<file path="config.mk">
export PLATFORM = sky130hd
export DESIGN_NAME = tdm_codec_serial_port
export DESIGN_NICKNAME = d
export VERILOG_FILES = /design/src/tdm_codec_pkg.sv /design/src/tdm_codec_serial_port.sv
export SDC_FILE = /design/constraint.sdc
export NUM_CORES = 1
export LEC_CHECK = 0
export BUFFER_PORTS_ARGS = -buffer_cell sky130_fd_sc_hd__buf_2
export CORE_MARGIN = 2
export CORE_UTILIZATION = 35
export DETAILED_ROUTE_END_ITERATION = 10
export SLEW_MARGIN = 25
export SYNTH_ARGS = -nofsm -noshare
export SYNTH_HDL_FRONTEND = slang
export SYNTH_SLANG_ARGS = --single-unit
</file>
<file path="constraint.sdc">
create_clock -name clk -period 10.9 [get_ports clk]
set_clock_uncertainty 0.2 [all_clocks]
set_input_delay 1.635 -clock clk [delete_from_list [all_inputs] [get_ports clk]]
set_output_delay 1.635 -clock clk [all_outputs]
set_load 0.01 [all_outputs]
</file>
<file path="src/tdm_codec_pkg.sv">
`default_nettype none
// ==========================================================
// tdm codec package
package tdm_codec_pkg;

   // ==========================================================
   // serial link timing
   localparam int CLK_PERIOD_NS = 40;
   localparam int SCLK_PERIOD_NS = 320;
   localparam int SCLK_HALF_CYCLES = SCLK_PERIOD_NS / (2 * CLK_PERIOD_NS);
   localparam logic [2:0] SCLK_HALF_LAST = 3'(SCLK_HALF_CYCLES - 1);

   // ==========================================================
   // frame geometry
   localparam logic [3:0] WORD_LAST_BIT = 4'hF;
   localparam logic [4:0] LAST_SLOT_LONG = 5'h1F;
   localparam logic [4:0] LAST_SLOT_SHORT = 5'h0F;
   localparam logic [3:0] SUB_CONTROL = 4'h0;
   localparam logic [3:0] SUB_PLAY_LEFT = 4'h1;
   localparam logic [3:0] SUB_PLAY_RIGHT = 4'h2;
   localparam logic [3:0] TX_BASE_SHARED = 4'h3;
   localparam logic [3:0] TX_BASE_SPLIT = 4'h0;
   localparam logic [1:0] TX_POS_STATUS = 2'h0;
   localparam logic [1:0] TX_POS_LEFT = 2'h1;
   localparam logic [1:0] TX_POS_RIGHT = 2'h2;
   localparam logic [1:0] TX_POS_NONE = 2'h3;

   // ==========================================================
   // register indexes
   localparam logic [3:0] IDX_PLAYBACK = 4'h9;
   localparam logic [3:0] IDX_PIN_CONTROL = 4'hA;
   localparam logic [3:0] IDX_UNUSED_ELEVEN = 4'hB;
   localparam logic [3:0] IDX_FRAME_SLOT_CONFIG = 4'hC;
   localparam logic [3:0] IDX_LOOPBACK_MIX_CONTROL = 4'hD;
   localparam logic [3:0] IDX_UNUSED_FOURTEEN = 4'hE;
   localparam logic [3:0] IDX_UNUSED_FIFTEEN = 4'hF;

   // ==========================================================
   // field positions and reset values
   localparam int PLAYBACK_ENABLE_BIT = 0;
   localparam int EXT_CTRL_HI_BIT = 7;
   localparam int EXT_CTRL_LO_BIT = 6;
   localparam int FRAME_SIZE_BIT = 7;
   localparam int TX_SLOT_BIT = 6;
   localparam int MIX_ENABLE_BIT = 0;
   localparam int MIX_ATT_MSB = 7;
   localparam int MIX_ATT_LSB = 2;
   localparam logic [7:0] PLAYBACK_RESET = 8'h00;
   localparam logic [7:0] PIN_CONTROL_RESET = 8'h00;
   localparam logic [7:0] FRAME_SLOT_RESET = 8'h00;
   localparam logic [7:0] MIX_CONTROL_RESET = 8'h00;
   localparam logic [7:0] PIN_CONTROL_MASK = 8'hC0;
   localparam logic [7:0] FRAME_SLOT_MASK = 8'hC0;
   localparam logic [7:0] MIX_CONTROL_MASK = 8'hFD;
   localparam logic [7:0] PLAYBACK_MASK = 8'h01;

   // ==========================================================
   // attenuation fractions of a 6 dB octave, q8
   localparam logic [8:0] ATT_FRAC_0 = 9'h100;
   localparam logic [8:0] ATT_FRAC_1 = 9'h0D7;
   localparam logic [8:0] ATT_FRAC_2 = 9'h0B5;
   localparam logic [8:0] ATT_FRAC_3 = 9'h099;

   // ==========================================================
   // carriers
   typedef struct packed {
      logic clear_overrange_flag;
      logic config_change_flag;
      logic readback_request;
      logic reserved;
      logic [3:0] register_index;
      logic [7:0] data;
   } ctrl_word_s;

   typedef struct packed {
      logic signed [15:0] left;
      logic signed [15:0] right;
   } sample_s;

endpackage : tdm_codec_pkg
`default_nettype wire

</file>
<file path="src/tdm_codec_serial_port.sv">
`timescale 1ns/1ps
`default_nettype none

// ==========================================================
// capture fifo
module sample_fifo #(
   parameter int WIDTH = 32,
   parameter int DEPTH = 8
) (
   input wire logic clk,
   input wire logic rst,
   input wire logic [WIDTH-1:0] in_data,
   input wire logic in_valid,
   output logic in_ready,
   output logic [WIDTH-1:0] out_data,
   output logic out_valid,
   input wire logic out_ready
);
   localparam int PW = $clog2(DEPTH);
   localparam int CW = $clog2(DEPTH + 1);
   localparam logic [CW-1:0] FULL_COUNT = CW'(DEPTH);
   localparam logic [PW-1:0] LAST_PTR = PW'(DEPTH - 1);

   logic [WIDTH-1:0] mem [DEPTH];
   logic [PW-1:0] wr_ptr_ff;
   logic [PW-1:0] rd_ptr_ff;
   logic [CW-1:0] count_ff;
   logic [CW-1:0] nxt_count;
   logic ready_ff;
   logic valid_ff;
   wire push = in_valid & ready_ff;
   wire pop = out_ready & valid_ff;

   assign nxt_count = push && !pop ? count_ff + 1'b1 : (pop && !push ? count_ff - 1'b1 : count_ff);
   assign in_ready = ready_ff;
   assign out_valid = valid_ff;
   assign out_data = mem[rd_ptr_ff];

   always_ff @(posedge clk) begin
      if (push) begin
         mem[wr_ptr_ff] <= in_data;
      end
   end

   // flags registered from the next count so they stay exact
   always_ff @(posedge clk or posedge rst) begin
      if (rst) begin
         wr_ptr_ff <= '0;
         rd_ptr_ff <= '0;
         count_ff <= '0;
         ready_ff <= 1'b0;
         valid_ff <= 1'b0;
      end else begin
         if (push) begin
            wr_ptr_ff <= wr_ptr_ff == LAST_PTR ? '0 : wr_ptr_ff + 1'b1;
         end
         if (pop) begin
            rd_ptr_ff <= rd_ptr_ff == LAST_PTR ? '0 : rd_ptr_ff + 1'b1;
         end
         count_ff <= nxt_count;
         ready_ff <= nxt_count != FULL_COUNT;
         valid_ff <= nxt_count != '0;
      end
   end
endmodule : sample_fifo

// ==========================================================
// serial port top
module tdm_codec_serial_port #(
   parameter int FIFO_DEPTH = 8,
   parameter logic [3:0] CHIP_ID = 4'h5 // arbitrary value
) (
   input wire logic clk,
   input wire logic rst,
   input wire logic serial_in_line,
   output logic serial_clk,
   output logic frame_sync,
   output logic serial_out_line,
   output logic serial_out_oe,
   output logic ext_ctrl_pin_hi,
   output logic ext_ctrl_pin_lo,
   input wire tdm_codec_pkg::sample_s adc_sample,
   input wire logic adc_valid,
   output logic adc_ready,
   input wire logic dac_req,
   output tdm_codec_pkg::sample_s dac_sample,
   output logic dac_valid
);

   // ==========================================================
   // arithmetic helpers
   function automatic logic signed [15:0] attenuate(input logic signed [15:0] x, input logic [5:0] a);
      logic signed [15:0] sh;
      logic signed [9:0] frac;
      logic signed [25:0] prod;
      sh = x >>> a[5:2];
      case (a[1:0])
         2'h0: frac = $signed({1'b0, tdm_codec_pkg::ATT_FRAC_0});
         2'h1: frac = $signed({1'b0, tdm_codec_pkg::ATT_FRAC_1});
         2'h2: frac = $signed({1'b0, tdm_codec_pkg::ATT_FRAC_2});
         default: frac = $signed({1'b0, tdm_codec_pkg::ATT_FRAC_3});
      endcase
      prod = sh * frac;
      attenuate = prod[23:8];
   endfunction : attenuate

   function automatic logic signed [15:0] sat_add(input logic signed [15:0] a, input logic signed [15:0] b);
      logic signed [16:0] s;
      s = {a[15], a} + {b[15], b};
      if (s[16] != s[15]) begin
         sat_add = s[16] ? 16'sh8000 : 16'sh7FFF;
      end else begin
         sat_add = s[15:0];
      end
   endfunction : sat_add

   // which of the three transmit words a sub-slot carries
   function automatic logic [1:0] tx_pos(input logic [3:0] sub, input logic split);
      logic [3:0] base;
      base = split ? tdm_codec_pkg::TX_BASE_SPLIT : tdm_codec_pkg::TX_BASE_SHARED;
      if (sub == base) begin
         tx_pos = tdm_codec_pkg::TX_POS_STATUS;
      end else if (sub == base + 4'h1) begin
         tx_pos = tdm_codec_pkg::TX_POS_LEFT;
      end else if (sub == base + 4'h2) begin
         tx_pos = tdm_codec_pkg::TX_POS_RIGHT;
      end else begin
         tx_pos = tdm_codec_pkg::TX_POS_NONE;
      end
   endfunction : tx_pos

   // ==========================================================
   // state
   logic in_meta_ff;
   logic in_sync_ff;
   logic [2:0] div_cnt_ff;
   logic sclk_ff;
   logic [3:0] bit_cnt_ff;
   logic [4:0] slot_cnt_ff;
   logic frame_sync_ff;
   logic [15:0] tx_shift_ff;
   logic tx_bit_ff;
   logic tx_oe_ff;
   logic [15:0] rx_shift_ff;
   tdm_codec_pkg::ctrl_word_s ctrl_ff;
   logic [7:0] playback_reg_ff;
   logic [7:0] pin_reg_ff;
   logic [7:0] frame_reg_ff;
   logic [7:0] mix_reg_ff;
   logic frame_size_select_ff;
   logic transmit_slot_select_ff;
   tdm_codec_pkg::sample_s play_ff;
   logic play_new_ff;
   tdm_codec_pkg::sample_s tx_sample_ff;
   tdm_codec_pkg::sample_s last_cap_ff;
   logic overrun_ff;
   logic underrun_ff;
   tdm_codec_pkg::sample_s dac_ff;
   logic dac_valid_ff;
   logic ext_hi_ff;
   logic ext_lo_ff;

   // ==========================================================
   // bit clock and counters
   wire half_end = div_cnt_ff == tdm_codec_pkg::SCLK_HALF_LAST;
   wire rise_ev = half_end & ~sclk_ff;
   wire fall_ev = half_end & sclk_ff;
   wire word_end = bit_cnt_ff == tdm_codec_pkg::WORD_LAST_BIT;
   wire [4:0] last_slot = frame_size_select_ff ? tdm_codec_pkg::LAST_SLOT_SHORT
                                               : tdm_codec_pkg::LAST_SLOT_LONG;
   wire frame_end = slot_cnt_ff == last_slot;
   wire [4:0] nxt_slot = frame_end ? 5'h00 : slot_cnt_ff + 5'h01;
   wire slot_start = fall_ev & word_end;
   wire frame_wrap = slot_start & frame_end;
   // pending setup only counts from the wrap onward
   wire nxt_split = frame_wrap ? frame_reg_ff[tdm_codec_pkg::TX_SLOT_BIT] : transmit_slot_select_ff;
   wire [1:0] nxt_pos = tx_pos(nxt_slot[3:0], nxt_split);

   // ==========================================================
   // receive decode
   wire rx_done = rise_ev & word_end;
   wire [15:0] rx_word = {rx_shift_ff[14:0], in_sync_ff};
   tdm_codec_pkg::ctrl_word_s rx_ctrl;
   assign rx_ctrl = rx_word;
   wire [3:0] rx_sub = slot_cnt_ff[3:0];
   wire ctrl_rx = rx_done & (rx_sub == tdm_codec_pkg::SUB_CONTROL);
   wire left_rx = rx_done & (rx_sub == tdm_codec_pkg::SUB_PLAY_LEFT);
   wire right_rx = rx_done & (rx_sub == tdm_codec_pkg::SUB_PLAY_RIGHT);
   wire [3:0] widx = rx_ctrl.register_index;
   // only a word with its own change flag set writes the frame register
   wire wr_frame = ctrl_rx & (widx == tdm_codec_pkg::IDX_FRAME_SLOT_CONFIG) & rx_ctrl.config_change_flag;
   wire wr_pin = ctrl_rx & (widx == tdm_codec_pkg::IDX_PIN_CONTROL);
   wire wr_mix = ctrl_rx & (widx == tdm_codec_pkg::IDX_LOOPBACK_MIX_CONTROL);
   wire wr_play = ctrl_rx & (widx == tdm_codec_pkg::IDX_PLAYBACK);
   wire clear_flags = ctrl_rx & rx_ctrl.clear_overrange_flag;

   // ==========================================================
   // readback and status
   wire [3:0] ridx = ctrl_ff.register_index;
   wire idx_invalid = (ridx == tdm_codec_pkg::IDX_UNUSED_ELEVEN) | (ridx == tdm_codec_pkg::IDX_UNUSED_FOURTEEN)
                      | (ridx == tdm_codec_pkg::IDX_UNUSED_FIFTEEN);
   wire [7:0] reg_val = ridx == tdm_codec_pkg::IDX_PIN_CONTROL ? pin_reg_ff
                      : ridx == tdm_codec_pkg::IDX_FRAME_SLOT_CONFIG ? frame_reg_ff
                      : ridx == tdm_codec_pkg::IDX_LOOPBACK_MIX_CONTROL ? mix_reg_ff
                      : ridx == tdm_codec_pkg::IDX_PLAYBACK ? playback_reg_ff : 8'h00;
   wire [15:0] status_word = {2'b00, ctrl_ff.readback_request, 1'b0, CHIP_ID, 6'h00, underrun_ff, overrun_ff};
   wire [15:0] readback_word = {ctrl_ff[15:8], reg_val};
   wire [15:0] first_word = ctrl_ff.readback_request && !idx_invalid ? readback_word : status_word;

   // ==========================================================
   // capture buffer and transmit word select
   tdm_codec_pkg::sample_s fifo_out;
   logic fifo_valid;
   logic fifo_ready;
   wire fifo_pop = slot_start & (nxt_pos == tdm_codec_pkg::TX_POS_STATUS);
   wire [15:0] tx_load = nxt_pos == tdm_codec_pkg::TX_POS_STATUS ? first_word
                       : nxt_pos == tdm_codec_pkg::TX_POS_LEFT ? tx_sample_ff.left
                       : tx_sample_ff.right;
   wire cap_push = adc_valid & fifo_ready;
   wire cap_overrun = adc_valid & ~fifo_ready;

   // a slow drain stalls the source through adc_ready
   sample_fifo #(
      .WIDTH($bits(tdm_codec_pkg::sample_s)),
      .DEPTH(FIFO_DEPTH)
   ) capture_fifo (
      .clk(clk),
      .rst(rst),
      .in_data(adc_sample),
      .in_valid(adc_valid),
      .in_ready(fifo_ready),
      .out_data(fifo_out),
      .out_valid(fifo_valid),
      .out_ready(fifo_pop)
   );

   // ==========================================================
   // mix datapath
   wire mix_on = mix_reg_ff[tdm_codec_pkg::MIX_ENABLE_BIT];
   wire [5:0] mix_att = mix_reg_ff[tdm_codec_pkg::MIX_ATT_MSB:tdm_codec_pkg::MIX_ATT_LSB];
   wire play_on = playback_reg_ff[tdm_codec_pkg::PLAYBACK_ENABLE_BIT];
   wire play_fresh = play_on & play_new_ff;
   wire signed [15:0] play_l = play_fresh ? play_ff.left : 16'sh0000;
   wire signed [15:0] play_r = play_fresh ? play_ff.right : 16'sh0000;
   wire signed [15:0] mix_l = mix_on ? attenuate(last_cap_ff.left, mix_att) : 16'sh0000;
   wire signed [15:0] mix_r = mix_on ? attenuate(last_cap_ff.right, mix_att) : 16'sh0000;

   // ==========================================================
   // link pin sync, bit clock, framing
   // only the second flop of the input sync is read
   always_ff @(posedge clk or posedge rst) begin
      if (rst) begin
         in_meta_ff <= 1'b0;
         in_sync_ff <= 1'b0;
      end else begin
         in_meta_ff <= serial_in_line;
         in_sync_ff <= in_meta_ff;
      end
   end

   always_ff @(posedge clk or posedge rst) begin
      if (rst) begin
         div_cnt_ff <= 3'h0;
         sclk_ff <= 1'b0;
      end else begin
         div_cnt_ff <= half_end ? 3'h0 : div_cnt_ff + 3'h1;
         sclk_ff <= sclk_ff ^ half_end;
      end
   end

   // reset parks at the last bit of the last slot so the first fall opens a frame
   always_ff @(posedge clk or posedge rst) begin
      if (rst) begin
         bit_cnt_ff <= tdm_codec_pkg::WORD_LAST_BIT;
         slot_cnt_ff <= tdm_codec_pkg::LAST_SLOT_LONG;
         frame_sync_ff <= 1'b0;
      end else if (fall_ev) begin
         bit_cnt_ff <= bit_cnt_ff + 4'h1;
         if (word_end) begin
            slot_cnt_ff <= nxt_slot;
         end
         frame_sync_ff <= slot_start & frame_end;
      end
   end

   // ==========================================================
   // transmit shifter
   always_ff @(posedge clk or posedge rst) begin
      if (rst) begin
         tx_shift_ff <= 16'h0000;
         tx_bit_ff <= 1'b0;
         tx_oe_ff <= 1'b0;
      end else if (slot_start) begin
         tx_shift_ff <= tx_load;
         tx_bit_ff <= tx_load[15];
         tx_oe_ff <= nxt_pos != tdm_codec_pkg::TX_POS_NONE;
      end else if (fall_ev) begin
         tx_shift_ff <= {tx_shift_ff[14:0], 1'b0};
         tx_bit_ff <= tx_shift_ff[14];
      end
   end

   always_ff @(posedge clk or posedge rst) begin
      if (rst) begin
         tx_sample_ff <= '0;
      end else if (fifo_pop && fifo_valid) begin
         tx_sample_ff <= fifo_out;
      end
   end

   // ==========================================================
   // receive shifter and control words
   always_ff @(posedge clk or posedge rst) begin
      if (rst) begin
         rx_shift_ff <= 16'h0000;
         ctrl_ff <= '0;
      end else if (rise_ev) begin
         rx_shift_ff <= rx_word;
         if (ctrl_rx) begin
            ctrl_ff <= rx_ctrl;
         end
      end
   end

   // indexes 11, 14, 15 decode to no write strobe
   always_ff @(posedge clk or posedge rst) begin
      if (rst) begin
         playback_reg_ff <= tdm_codec_pkg::PLAYBACK_RESET;
         pin_reg_ff <= tdm_codec_pkg::PIN_CONTROL_RESET;
         frame_reg_ff <= tdm_codec_pkg::FRAME_SLOT_RESET;
         mix_reg_ff <= tdm_codec_pkg::MIX_CONTROL_RESET;
      end else begin
         if (wr_play) begin
            playback_reg_ff <= rx_ctrl.data & tdm_codec_pkg::PLAYBACK_MASK;
         end
         if (wr_pin) begin
            pin_reg_ff <= rx_ctrl.data & tdm_codec_pkg::PIN_CONTROL_MASK;
         end
         if (wr_frame) begin
            frame_reg_ff <= rx_ctrl.data & tdm_codec_pkg::FRAME_SLOT_MASK;
         end
         if (wr_mix) begin
            mix_reg_ff <= rx_ctrl.data & tdm_codec_pkg::MIX_CONTROL_MASK;
         end
      end
   end

   // active setup moves only at the frame wrap, which is also why a first-sample
   // change in a long frame waits for the following frame
   always_ff @(posedge clk or posedge rst) begin
      if (rst) begin
         frame_size_select_ff <= 1'b0;
         transmit_slot_select_ff <= 1'b0;
      end else if (frame_wrap) begin
         frame_size_select_ff <= frame_reg_ff[tdm_codec_pkg::FRAME_SIZE_BIT];
         transmit_slot_select_ff <= frame_reg_ff[tdm_codec_pkg::TX_SLOT_BIT];
      end
   end

   always_ff @(posedge clk or posedge rst) begin
      if (rst) begin
         ext_hi_ff <= 1'b0;
         ext_lo_ff <= 1'b0;
      end else begin
         ext_hi_ff <= pin_reg_ff[tdm_codec_pkg::EXT_CTRL_HI_BIT];
         ext_lo_ff <= pin_reg_ff[tdm_codec_pkg::EXT_CTRL_LO_BIT];
      end
   end

   // ==========================================================
   // playback, capture history, dac feed
   always_ff @(posedge clk or posedge rst) begin
      if (rst) begin
         play_ff <= '0;
         play_new_ff <= 1'b0;
      end else begin
         if (left_rx) begin
            play_ff.left <= rx_word;
         end
         if (right_rx) begin
            play_ff.right <= rx_word;
         end
         play_new_ff <= right_rx | (play_new_ff & ~dac_req);
      end
   end

   // on overrun nothing is stored, so the pre-overrun sample stays
   always_ff @(posedge clk or posedge rst) begin
      if (rst) begin
         last_cap_ff <= '0;
      end else if (cap_push) begin
         last_cap_ff <= adc_sample;
      end
   end

   // set wins over the clear carried in a control word
   always_ff @(posedge clk or posedge rst) begin
      if (rst) begin
         overrun_ff <= 1'b0;
         underrun_ff <= 1'b0;
      end else begin
         overrun_ff <= cap_overrun | (overrun_ff & ~clear_flags);
         underrun_ff <= (dac_req & play_on & ~play_new_ff) | (underrun_ff & ~clear_flags);
      end
   end

   always_ff @(posedge clk or posedge rst) begin
      if (rst) begin
         dac_ff <= '0;
         dac_valid_ff <= 1'b0;
      end else begin
         dac_valid_ff <= dac_req;
         if (dac_req) begin
            dac_ff.left <= sat_add(play_l, mix_l);
            dac_ff.right <= sat_add(play_r, mix_r);
         end
      end
   end

   // ==========================================================
   // outputs
   assign serial_clk = sclk_ff;
   assign frame_sync = frame_sync_ff;
   assign serial_out_line = tx_bit_ff;
   assign serial_out_oe = tx_oe_ff;
   assign ext_ctrl_pin_hi = ext_hi_ff;
   assign ext_ctrl_pin_lo = ext_lo_ff;
   assign adc_ready = fifo_ready;
   assign dac_sample = dac_ff;
   assign dac_valid = dac_valid_ff;

endmodule : tdm_codec_serial_port
`default_nettype wire

</file>
After elaboration in Yosys (flattened, before gate mapping)
Memory sizes are Yosys's and may differ from the RTL's. A register that Yosys moved wholly into a read port is not among the register bits.
Index checks and enable logic that the tools add are counted.
W data, S select, Z words.
Storage, ports and cells
  register bits after elaboration: 184
  memories: 1
  word-level logic and storage cells: 166
  output and inout port bits: 40
  bits of input ports: 37
  bits in writable memories: 256
Memory list
  capture_fifo.mem: depth 8, width 32, read ports 1, clocked after Yosys merged registers in 1, wr ports 1, line tdm_codec_serial_port.sv:24  | logic [WIDTH-1:0] mem [DEPTH];
Cells by class
  equality and inequality tests: 28
  shift operators: 2
  multipliers: 2
  bitwise operators: 35
  mux-type cells: 34
  add/subtract/negate cells: 11
  reduce and logical (&&, ||, !) cells: 14
Operators by type and width (number)
  $mux W16: 11
  $eq A4 B4 Y1 const B: 12
  $mul A16 B10 Y24: 2
  $add A16 B16 Y17: 2
  $sshr A16 B4 Y16: 2
  $mux W15: 2
  $pmux W9 S3: 1
  $and A1 B1 Y1: 24
  $mux W8: 3
  $mux W5: 2
  $add A3 B1 Y3 const B: 3
  $mux W3: 3
  $add A4 B1 Y4 const B: 2
  $eq A4 B3 Y1: 2
  $mux W4: 2
  $mux W1: 7
  $eq A3 B3 Y1 const B: 2
  $mux W2: 3
  $add A5 B1 Y5 const B: 1
  $eq A5 B5 Y1: 1
  $not A1 Y1: 5
  $or A1 B1 Y1: 5
  $eq A2 B1 Y1 const B: 2
  $eq A4 B1 Y1 const B: 1
  18 further kinds: 26

Logic depth before layout (Yosys ltp)
Gate-level depths: netlist of run 1.
  depth after elaboration: 18
  depth in mapped cells: 39
  mapped depth without buffers: 34

Hierarchy
A second synthesis of run 1 with hierarchy kept.
Unflattened totals
  cell total of the unflattened synthesis: 2638
  area total of the unflattened synthesis: 31700.4 sq um
Modules (own cells, without submodules)
  tdm_codec_serial_port: cells each 2184, seq. area each 5116.2 sq um, times used 1, area each 21373.0 sq um
  sample_fifo: cells each 454, seq. area each 7987.7 sq um, times used 1, area each 10327.4 sq um

Least setup slack after synthesis of run 1
Ideal clock, no wire load.
  path type: reg2reg
  start: register mix_reg_ff[4]
  end: register dac_ff (netlist bit dac_sample[11])
  buffers on the path: 5
  library setup time: 125 ps
  data required time: 10575 ps
  clock period less this slack: 8930 ps
  arrival: 8605 ps
  slack: 1970 ps
  stages on the path, launching flop included: 35
  cells stage by stage: dfrtp_1 buf_4 buf_4 buf_1 clkbuf_1 nor2_1 mux2_2 mux2i_1 o21ai_0 nand2_1 fa_1 inv_1 fa_1 fa_1 fa_1 inv_1 fa_1 inv_1 ha_1 a211oi_1 nand2_1 a311oi_4 nor2_1 xnor2_1 nor2_1 ha_1 or2_2 a21o_1 and4_1 a21o_1 or4_1 a31o_2 clkbuf_1 maj3_1 mux2_2
On the way
  cells in the longest elaborated chain, start to end: 6
  elaborated cells on any way between the ends: 7
  those cells by class: add/sub (1); mul (1); eq/ne (1); shift (1); mux (3)
Ends and longest elaborated chain
  start, declared: line tdm_codec_serial_port.sv:149  | logic [7:0] mix_reg_ff;
  start signal, assigned: line tdm_codec_serial_port.sv:331  | mix_reg_ff <= tdm_codec_pkg::MIX_CONTROL_RESET;
  start signal, assigned: line tdm_codec_serial_port.sv:343  | mix_reg_ff <= rx_ctrl.data & tdm_codec_pkg::MIX_CONTROL_MASK;
  $sshr A16 B4 Y16 *: line tdm_codec_serial_port.sv:96  | sh = x >>> a[5:2];
  $mul A16 B10 Y24 *: line tdm_codec_serial_port.sv:103  | prod = sh * frac;
  $mux W16 *: line tdm_codec_serial_port.sv:246  | wire signed [15:0] mix_r = mix_on ? attenuate(last_cap_ff.right, mix_att) : 16'sh0000;
  $add A16 B16 Y17 *: line tdm_codec_serial_port.sv:109  | s = {a[15], a} + {b[15], b};
  $mux W16 or $ne A1 B1 Y1 (tied branches): line tdm_codec_serial_port.sv:111, tdm_codec_serial_port.sv:110
  $mux W16 *: line tdm_codec_serial_port.sv:110  | if (s[16] != s[15]) begin
  end, declared: line tdm_codec_serial_port.sv:158  | tdm_codec_pkg::sample_s dac_ff;
Mark *: on every way between the ends. The rest lies on a longest branch, timed or not.
A chain may end at the register's enable or synchronous reset.

Worst setup path in the final report of run 1
  start: register mix_reg_ff[5]
  end: register dac_ff (netlist bit dac_sample[14])
Same word-level chain as after synthesis.

==> metrics.md, run 1 <==
| Metric | Value |
|---|---|
| Vias in the first global route | just over 20k |
| Critical Path Sink Type | flip-flop |
| GRT overflow | 0 |
| Worst-Skew Late Latency | 0.61 ns |
| Slowest stage cell, crit path | dfrtp_2 |
| Clock Pin Slew Worst Setup and Hold Paths | ~0.06 ns |
| Synth warn | 0 |
| 1st-pass router iterations | 5 |
| Worst Tran Pin Value | 1.104 ns |
| Post-Syn Area per Cell | 11.57 um^2 |
| Mapped Area | around 0.031 mm^2 |
| Final nets | ~3.2k |
| Final hold violations | 0 |
| Fillcell total | roughly 8.5k |
| Max frequency | around 0.1 GHz |
| Synthesized Nets | ~3.1k |
| Largest net degree at the start of global routing | approximately 110 |
| IO Pins | 77 |
| Post-synth top flop | edfxtp_1 |
| Routed vias | ~20k |
| Unrepaired setup endpoints after global routing | no |
| Detail Route met3 WL | ~4.0 mm |
| Starting Density | 35.38% |
| Min-delay worst type | reg -> reg |
| Design Power | 4.770 mW |
| Core Area | 0.08851 mm^2 |
| Post-CTS Setup Repair Bufs | 0 |
| WP data required | 11.15 ns |
| Rows | between 100 and 150 |
| Die Span Y | a little over 300 um |
| Routed Antenna Nets | 0 |
| Yosys cell types | 76 |
| Full die area | a little over 0.09 mm^2 |
| DR top layer | met5 |
| CTS root buf | clkbuf_16 |
| GR Util All Layers | 16.54% |
| Post_cts resized | 0 |
| Final min period | 9.734 ns |
| Sum Neg Setup Slack | 0 ns |
| Fin crit share | 89.30% |
| Initial DRC count | between 1k and 1.5k |
| Gpl congestion | roughly 0.87 |
| First-pass GRT wire length | roughly 120 mm |
| Kind of critical path | reg -> reg |
| Clock buffer count from CTS | 49 |
| EDFF count, synth | approximately 260 |
| Pins Over Slew Limit | 0 |
| Buffers on Ports | 76 |
| P_leak | ~16 nW |
| Die width | 303.1 um |
| # H-tree levels | 2 |
| CP arrival | between 9 and 10 ns |
| Syn Inst Count | 2706 |
| Layout cell share with drive strength beyond 1 | 14.61% |
| Crit-path most repeated cell | inv_1 |
| Initial antenna violation count | 9 |
| Clock Sinks | around 470 |
| Total Routed Length | roughly 74 mm |
| M1 wire length | 33.83 mm |
| Slew HR | between 20% and 30% |
| Worst IR Drop VDD | approximately 0.17 mV |
| Fraction of registers with async set/reset | 45.76% |
| Drc violations | 0 |
| Clock Path Buffers | 3 |
| WL per Instance | 18.72 um |
| CTS tree | built |
| Pwr dens | around 140 mW/mm^2 |
| CTS Hold Bufs | 0 |
| Sequential share of the synthesized area | 41.85% |
| Critical Path Start Type | flip-flop |
| Vias per cell | ~5.1 |
| Post-detail-place hpwl | 54.40 mm |
| Register bit total from synthesis | between 400 and 500 |
| Crit Path Max Fanout | 48 |
| WL met2 | approximately 35 mm |
| Outcome | completed |
| Max-Cap Viols | 0 |
| Delay of the slowest critical-path stage | a little over 1 ns |
| Layout area overhead | 10.59% |
| Final setup viols | 0 |
critical path: cells and delay by family (launching register included):
family / cells / cell delay [ns]
flops: 1 / 1.01
mux: 2 / 0.41
fa+ha+maj: 7 / 3.26
buf+inv: 6 / 0.35
compound gates: 13 / 3.61
simple gates: 3 / 0.71
cell usage in the layout, fill, tap and decap left out, drive strengths merged, types with 6 or more instances in the layout:
cell    count
inv       366
nand2     290
edfxtp    256
fa        218
dfrtp     207
ha        161
nor2      126
buf       111
a21oi     110
mux4       91
mux2       90
o21ai      71
clkbuf     63
and2       59
mux2i      52
xnor2      49
a21o       45
nand2b     43
and3       42
xor2       35
nand3      27
nor3       23
nor2b      20
clkinv     20
o21a       19
o22ai      17
a31oi      14
a211oi     14
nand4      12
o31ai      11
a221oi     10
dfstp       9
maj3        8
or3         8
o221a       7
a22oi       6
o221ai      6
a221o       6
area by class of cell:
type | count | area (um^2) | share of cell area (%)
Antenna cell | 1 | 2.502 | 0.007227
Inverter | 366 | 1381 | 3.989
Timing Repair Buffer | 111 | 643.1 | 1.857
Clock inverter | 28 | 311.5 | 0.8997
Tap cell | 1165 | 1458 | 4.210
Clock buffer | 63 | 1289 | 3.722
Multi-Input combinational cell | 1752 | 16430 | 47.45
Sequential cell | 472 | 13110 | 37.86
where the power goes:
| part | internal (mW) | switching, mW |
|---|---|---|
| clock network | 0.961 | 0.706 |
| logic | 0.331 | 0.564 |
| registers | 2.09 | 0.118 |
Yosys cell counts, types with 7 or more instances:
master	n	area, um^2
o31ai_1	11	82.58
mux2_2	90	1013
dfrtp_1	207	5180
mux2i_1	52	520.5
a31oi_1	14	87.58
o22ai_1	17	106.4
nor3_1	23	115.1
o21a_1	19	142.6
nand2_1	290	1089
inv_1	364	1366
o221a_2	7	78.83
dfstp_2	9	236.5
maj3_1	8	80.08
o21ai_0	69	345.3
and3_1	42	262.8
a21oi_1	109	545.5
edfxtp_1	256	7687
a221oi_1	10	87.58
clkbuf_1	88	330.3
nor2_1	126	473.0
xor2_1	35	306.5
a21o_1	45	337.8
and2_1	59	369.1
nand4_1	12	75.07
nor2b_1	20	125.1
or3_1	7	43.79
buf_1	20	75.07
ha_1	161	2014
xnor2_1	49	429.2
nand3_1	27	135.1
mux4_2	91	2049
a211oi_1	13	97.59
fa_1	218	4364
nand2b_1	43	269.0
flip-flops by register name, indices dropped and copies added (netlist names), 5 cells and up:
name	flops
capture_fifo.mem	256
dac_sample	32
last_cap_ff	32
play_ff	32
tx_sample_ff	32
rx_shift_ff	15
tx_shift_ff	15
mix_reg_ff	7
slot_cnt_ff	5
worst paths after layout:
kind                                      startpoint                                     to  slack (ns)  depth (start not counted)
setup / recovery           mix_reg_ff[5]$_DFFE_PP0P_             dac_sample[14]$_DFFE_PP0P_        1.17                         31
max in group asynchronous                        rst  capture_fifo.rd_ptr_ff[0]$_DFFE_PP0P_        8.16                          3
hold / removal                  in_meta_ff$_DFF_PP0_                   in_sync_ff$_DFF_PP0_        0.20                          0
setup reg to reg           mix_reg_ff[5]$_DFFE_PP0P_             dac_sample[14]$_DFFE_PP0P_        1.17                         31
min in group asynchronous                        rst                play_ff[30]$_DFFE_PP0P_        0.95                          2
hold reg to reg                 in_meta_ff$_DFF_PP0_                   in_sync_ff$_DFF_PP0_        0.20                          0
stage by stage:
step           utilization, %  cells  hold slack, ns  cell area [um^2]  setup WS [ns]
2_1_floorplan               -   2706          0.1312             31310          1.970
3_3_place_gp            37.31   3866          0.1899             33020          1.311
3_5_place_dp            37.31   3866          0.1884             33020          1.174
4_1_cts                 39.12   3957          0.2017             34620          1.204
5_1_grt                 39.12   3957          0.2048             34620         0.2167
6_report                39.12   3958          0.2009             34630          1.166
routing by layer:
metal / up-vias / track usage [%]
met5: - / 0
met2: 433 / 27.06
met3: 91 / 3.020
met4: 12 / 3.483
met1: 10155 / 23.01
li1: 9397 / -
logic make-up after synthesis:
group                    synth area share (%)
AO/OA/AOI/OAI                           7.912
XOR/XNOR                                2.350
adder cells (fa/ha/maj)                 20.63
buffers and inverters                   5.842
flip-flops                              41.85
multiplexers                            11.44
AND/OR/NAND/NOR                         9.974
Note: power is estimated with default switching activity, not from simulation.
==> inputs of run 2 (changes only) <==
--- a/config.mk
+++ b/config.mk
@@ -6,6 +6,7 @@
 export NUM_CORES = 1
 export LEC_CHECK = 0
 export BUFFER_PORTS_ARGS = -buffer_cell sky130_fd_sc_hd__buf_2
+export CORE_ASPECT_RATIO = 1.75
 export CORE_MARGIN = 2
 export CORE_UTILIZATION = 35
 export DETAILED_ROUTE_END_ITERATION = 10
==> run 2 against run 1 <==
Sequential cell count unchanged. Clock-buffer cell count down 4. Highest routed layer unchanged. Clock power decreased by 2%. Critical path depth unchanged. Largest cell class unchanged. Routed wire length up 5.6%. Non-clock buffer count increased by 1.
==> metrics.md, run 2 (synthesized netlist as in run 1, its figures left out) <==
| Metric | Value |
|---|---|
| Post_cts resized | 0 |
| Critical Path Start Type | flip-flop |
| Max reg flops | about 260 |
| CTS Hold Bufs | 0 |
| Gpl congestion | around 0.90 |
| Layout Cells excl Fill | between 3k and 4k |
| Kind of critical path | reg -> reg |
| Clock buffer count from CTS | 45 |
| Crit-path most repeated cell | inv_1 |
| P_leak | 15.74 nW |
| Worst Tran Pin Value | 1.003 ns |
| Unrepaired setup endpoints after global routing | no |
| Worst IR Drop VDD | roughly 0.15 mV |
| Starting Density | 35.22% |
| Slowest stage cell, crit path | dfrtp_2 |
| Routed Antenna Nets | 0 |
| Pwr dens | approximately 140 mW/mm^2 |
| Die Span Y | 399.7 um |
| Initial antenna violation count | 2 |
| GRT overflow | 0 |
| Most common cell after layout, fill and taps aside | inv_1 |
| Delay of the slowest critical-path stage | slightly above 1 ns |
| Largest Register | capture_fifo.mem |
| WL per Instance | 19.75 um |
| Layout cell share with drive strength beyond 1 | around 15% |
| Largest net degree at the start of global routing | about 100 |
| Total Routed Length | 78.26 mm |
| Outcome | completed |
| Worst-Skew Late Latency | roughly 0.59 ns |
| Drc violations | 0 |
| Pins Over Slew Limit | 0 |
| Initial DRC count | about 940 |
| Max-Cap Viols | 0 |
| WP data required | ~11 ns |
| # H-tree levels | 2 |
| CTS root buf | clkbuf_16 |
| Final setup margin | 0.9552 ns |
| Die width | 230.1 um |
| Min-delay worst type | reg -> reg |
| Final nets | between 3k and 4k |
| 1st-pass router iterations | 5 |
| Sum Neg Setup Slack | 0 ns |
| Max frequency | roughly 0.10 GHz |
| Vias in the first global route | around 22k |
| Place WS | approximately 0.94 ns |
| IO Pins | between 70 and 80 |
| Buffers on Ports | between 70 and 80 |
| Layout area overhead | 10.46% |
| Rows | around 150 |
| Critical Path Sink Type | flip-flop |
| First-pass GRT wire length | 122.2 mm |
| Vias per cell | around 5.1 |
| Post-detail-place hpwl | about 59 mm |
| Post-CTS Setup Repair Bufs | 0 |
| Full die area | around 0.09 mm^2 |
| Final setup viols | 0 |
| Clock Sinks | around 470 |
| CP arrival | between 10 and 15 ns |
| Clock Pin Slew Worst Setup and Hold Paths | roughly 0.070 ns |
| Final min period | a little under 10 ns |
| GR Util All Layers | approximately 17% |
| Most frequent cells in the layout | inv_1, nand2_1, edfxtp_1, fa_1, dfrtp_1 |
| R2R Setup Slk | 0.96 ns |
| Slew HR | between 30% and 40% |
| CTS tree | built |
| Cell Count Post-Placement | just under 4k |
| Fin crit share | between 90% and 100% |
| Core Area | between 0.08 and 0.09 mm^2 |
| Routed vias | 20.28k |
| Crit Path Max Fanout | 48 |
| Clock Path Buffers | 3 |
| Fin util | 38.91% |
| Final hold violations | 0 |
| Hold WS | about 0.2 ns |
| Inserted Diodes | 0 |
-- run 2: per-stage QoR --
stage / total power, mW / instance area (um^2)
finish: 4.740 / 34590
global route: 4.968 / 34590
CTS: 4.795 / 34590
detailed placement: 3.158 / 33050
global placement: 3.140 / 33050
floorplan: 2.814 / 31310
-- run 2: layer usage --
| layer | track usage (%) | wire length [um] |
|---|---|---|
| met3 | 1.813 | 2238 |
| met2 | 33.53 | 43020 |
| met1 | 18.12 | 28950 |
| met5 | 0 | 30 |
| met4 | 8.583 | 4026 |
-- run 2: layout make-up --
cell class / instances / area [um^2]
Clock buffer: 59 / 1251
Clock inverter: 25 / 285.3
Fill cell: 8718 / 54310
Inverter: 366 / 1381
Multi-Input combinational cell: 1752 / 16440
Sequential cell: 472 / 13110
Tap cell: 1176 / 1471
Timing Repair Buffer: 112 / 650.6
-- run 2: final timing paths --
path | start | endpoint | cells past startpoint
max in group asynchronous | rst | capture_fifo.rd_ptr_ff[0]$_DFFE_PP0P_ | 3
setup / recovery | mix_reg_ff[5]$_DFFE_PP0P_ | dac_sample[10]$_DFFE_PP0P_ | 31
hold / removal | in_meta_ff$_DFF_PP0_ | in_sync_ff$_DFF_PP0_ | 0
setup reg to reg | mix_reg_ff[5]$_DFFE_PP0P_ | dac_sample[10]$_DFFE_PP0P_ | 31
hold reg to reg | in_meta_ff$_DFF_PP0_ | in_sync_ff$_DFF_PP0_ | 0
min in group asynchronous | rst | dac_sample[28]$_DFFE_PP0P_ | 2
-- run 2: power by group --
group          switching (mW)  internal, mW  leakage [nW]  total (mW)
Combinational           0.572         0.334          9.80       0.906
Clock                   0.692         0.936         0.754        1.63
Sequential              0.118          2.09          5.18        2.21
-- run 2: critical path: cells and delay by family, from the launching register on --
| kind | cells | cell delay, ns |
|---|---|---|
| AO/OA/AOI/OAI | 12 | 3.69 |
| adder cells (fa/ha/maj) | 7 | 3.28 |
| buffers and inverters | 6 | 0.39 |
| flip-flops | 1 | 1.01 |
| multiplexers | 2 | 0.31 |
| AND/OR/NAND/NOR | 4 | 0.87 |
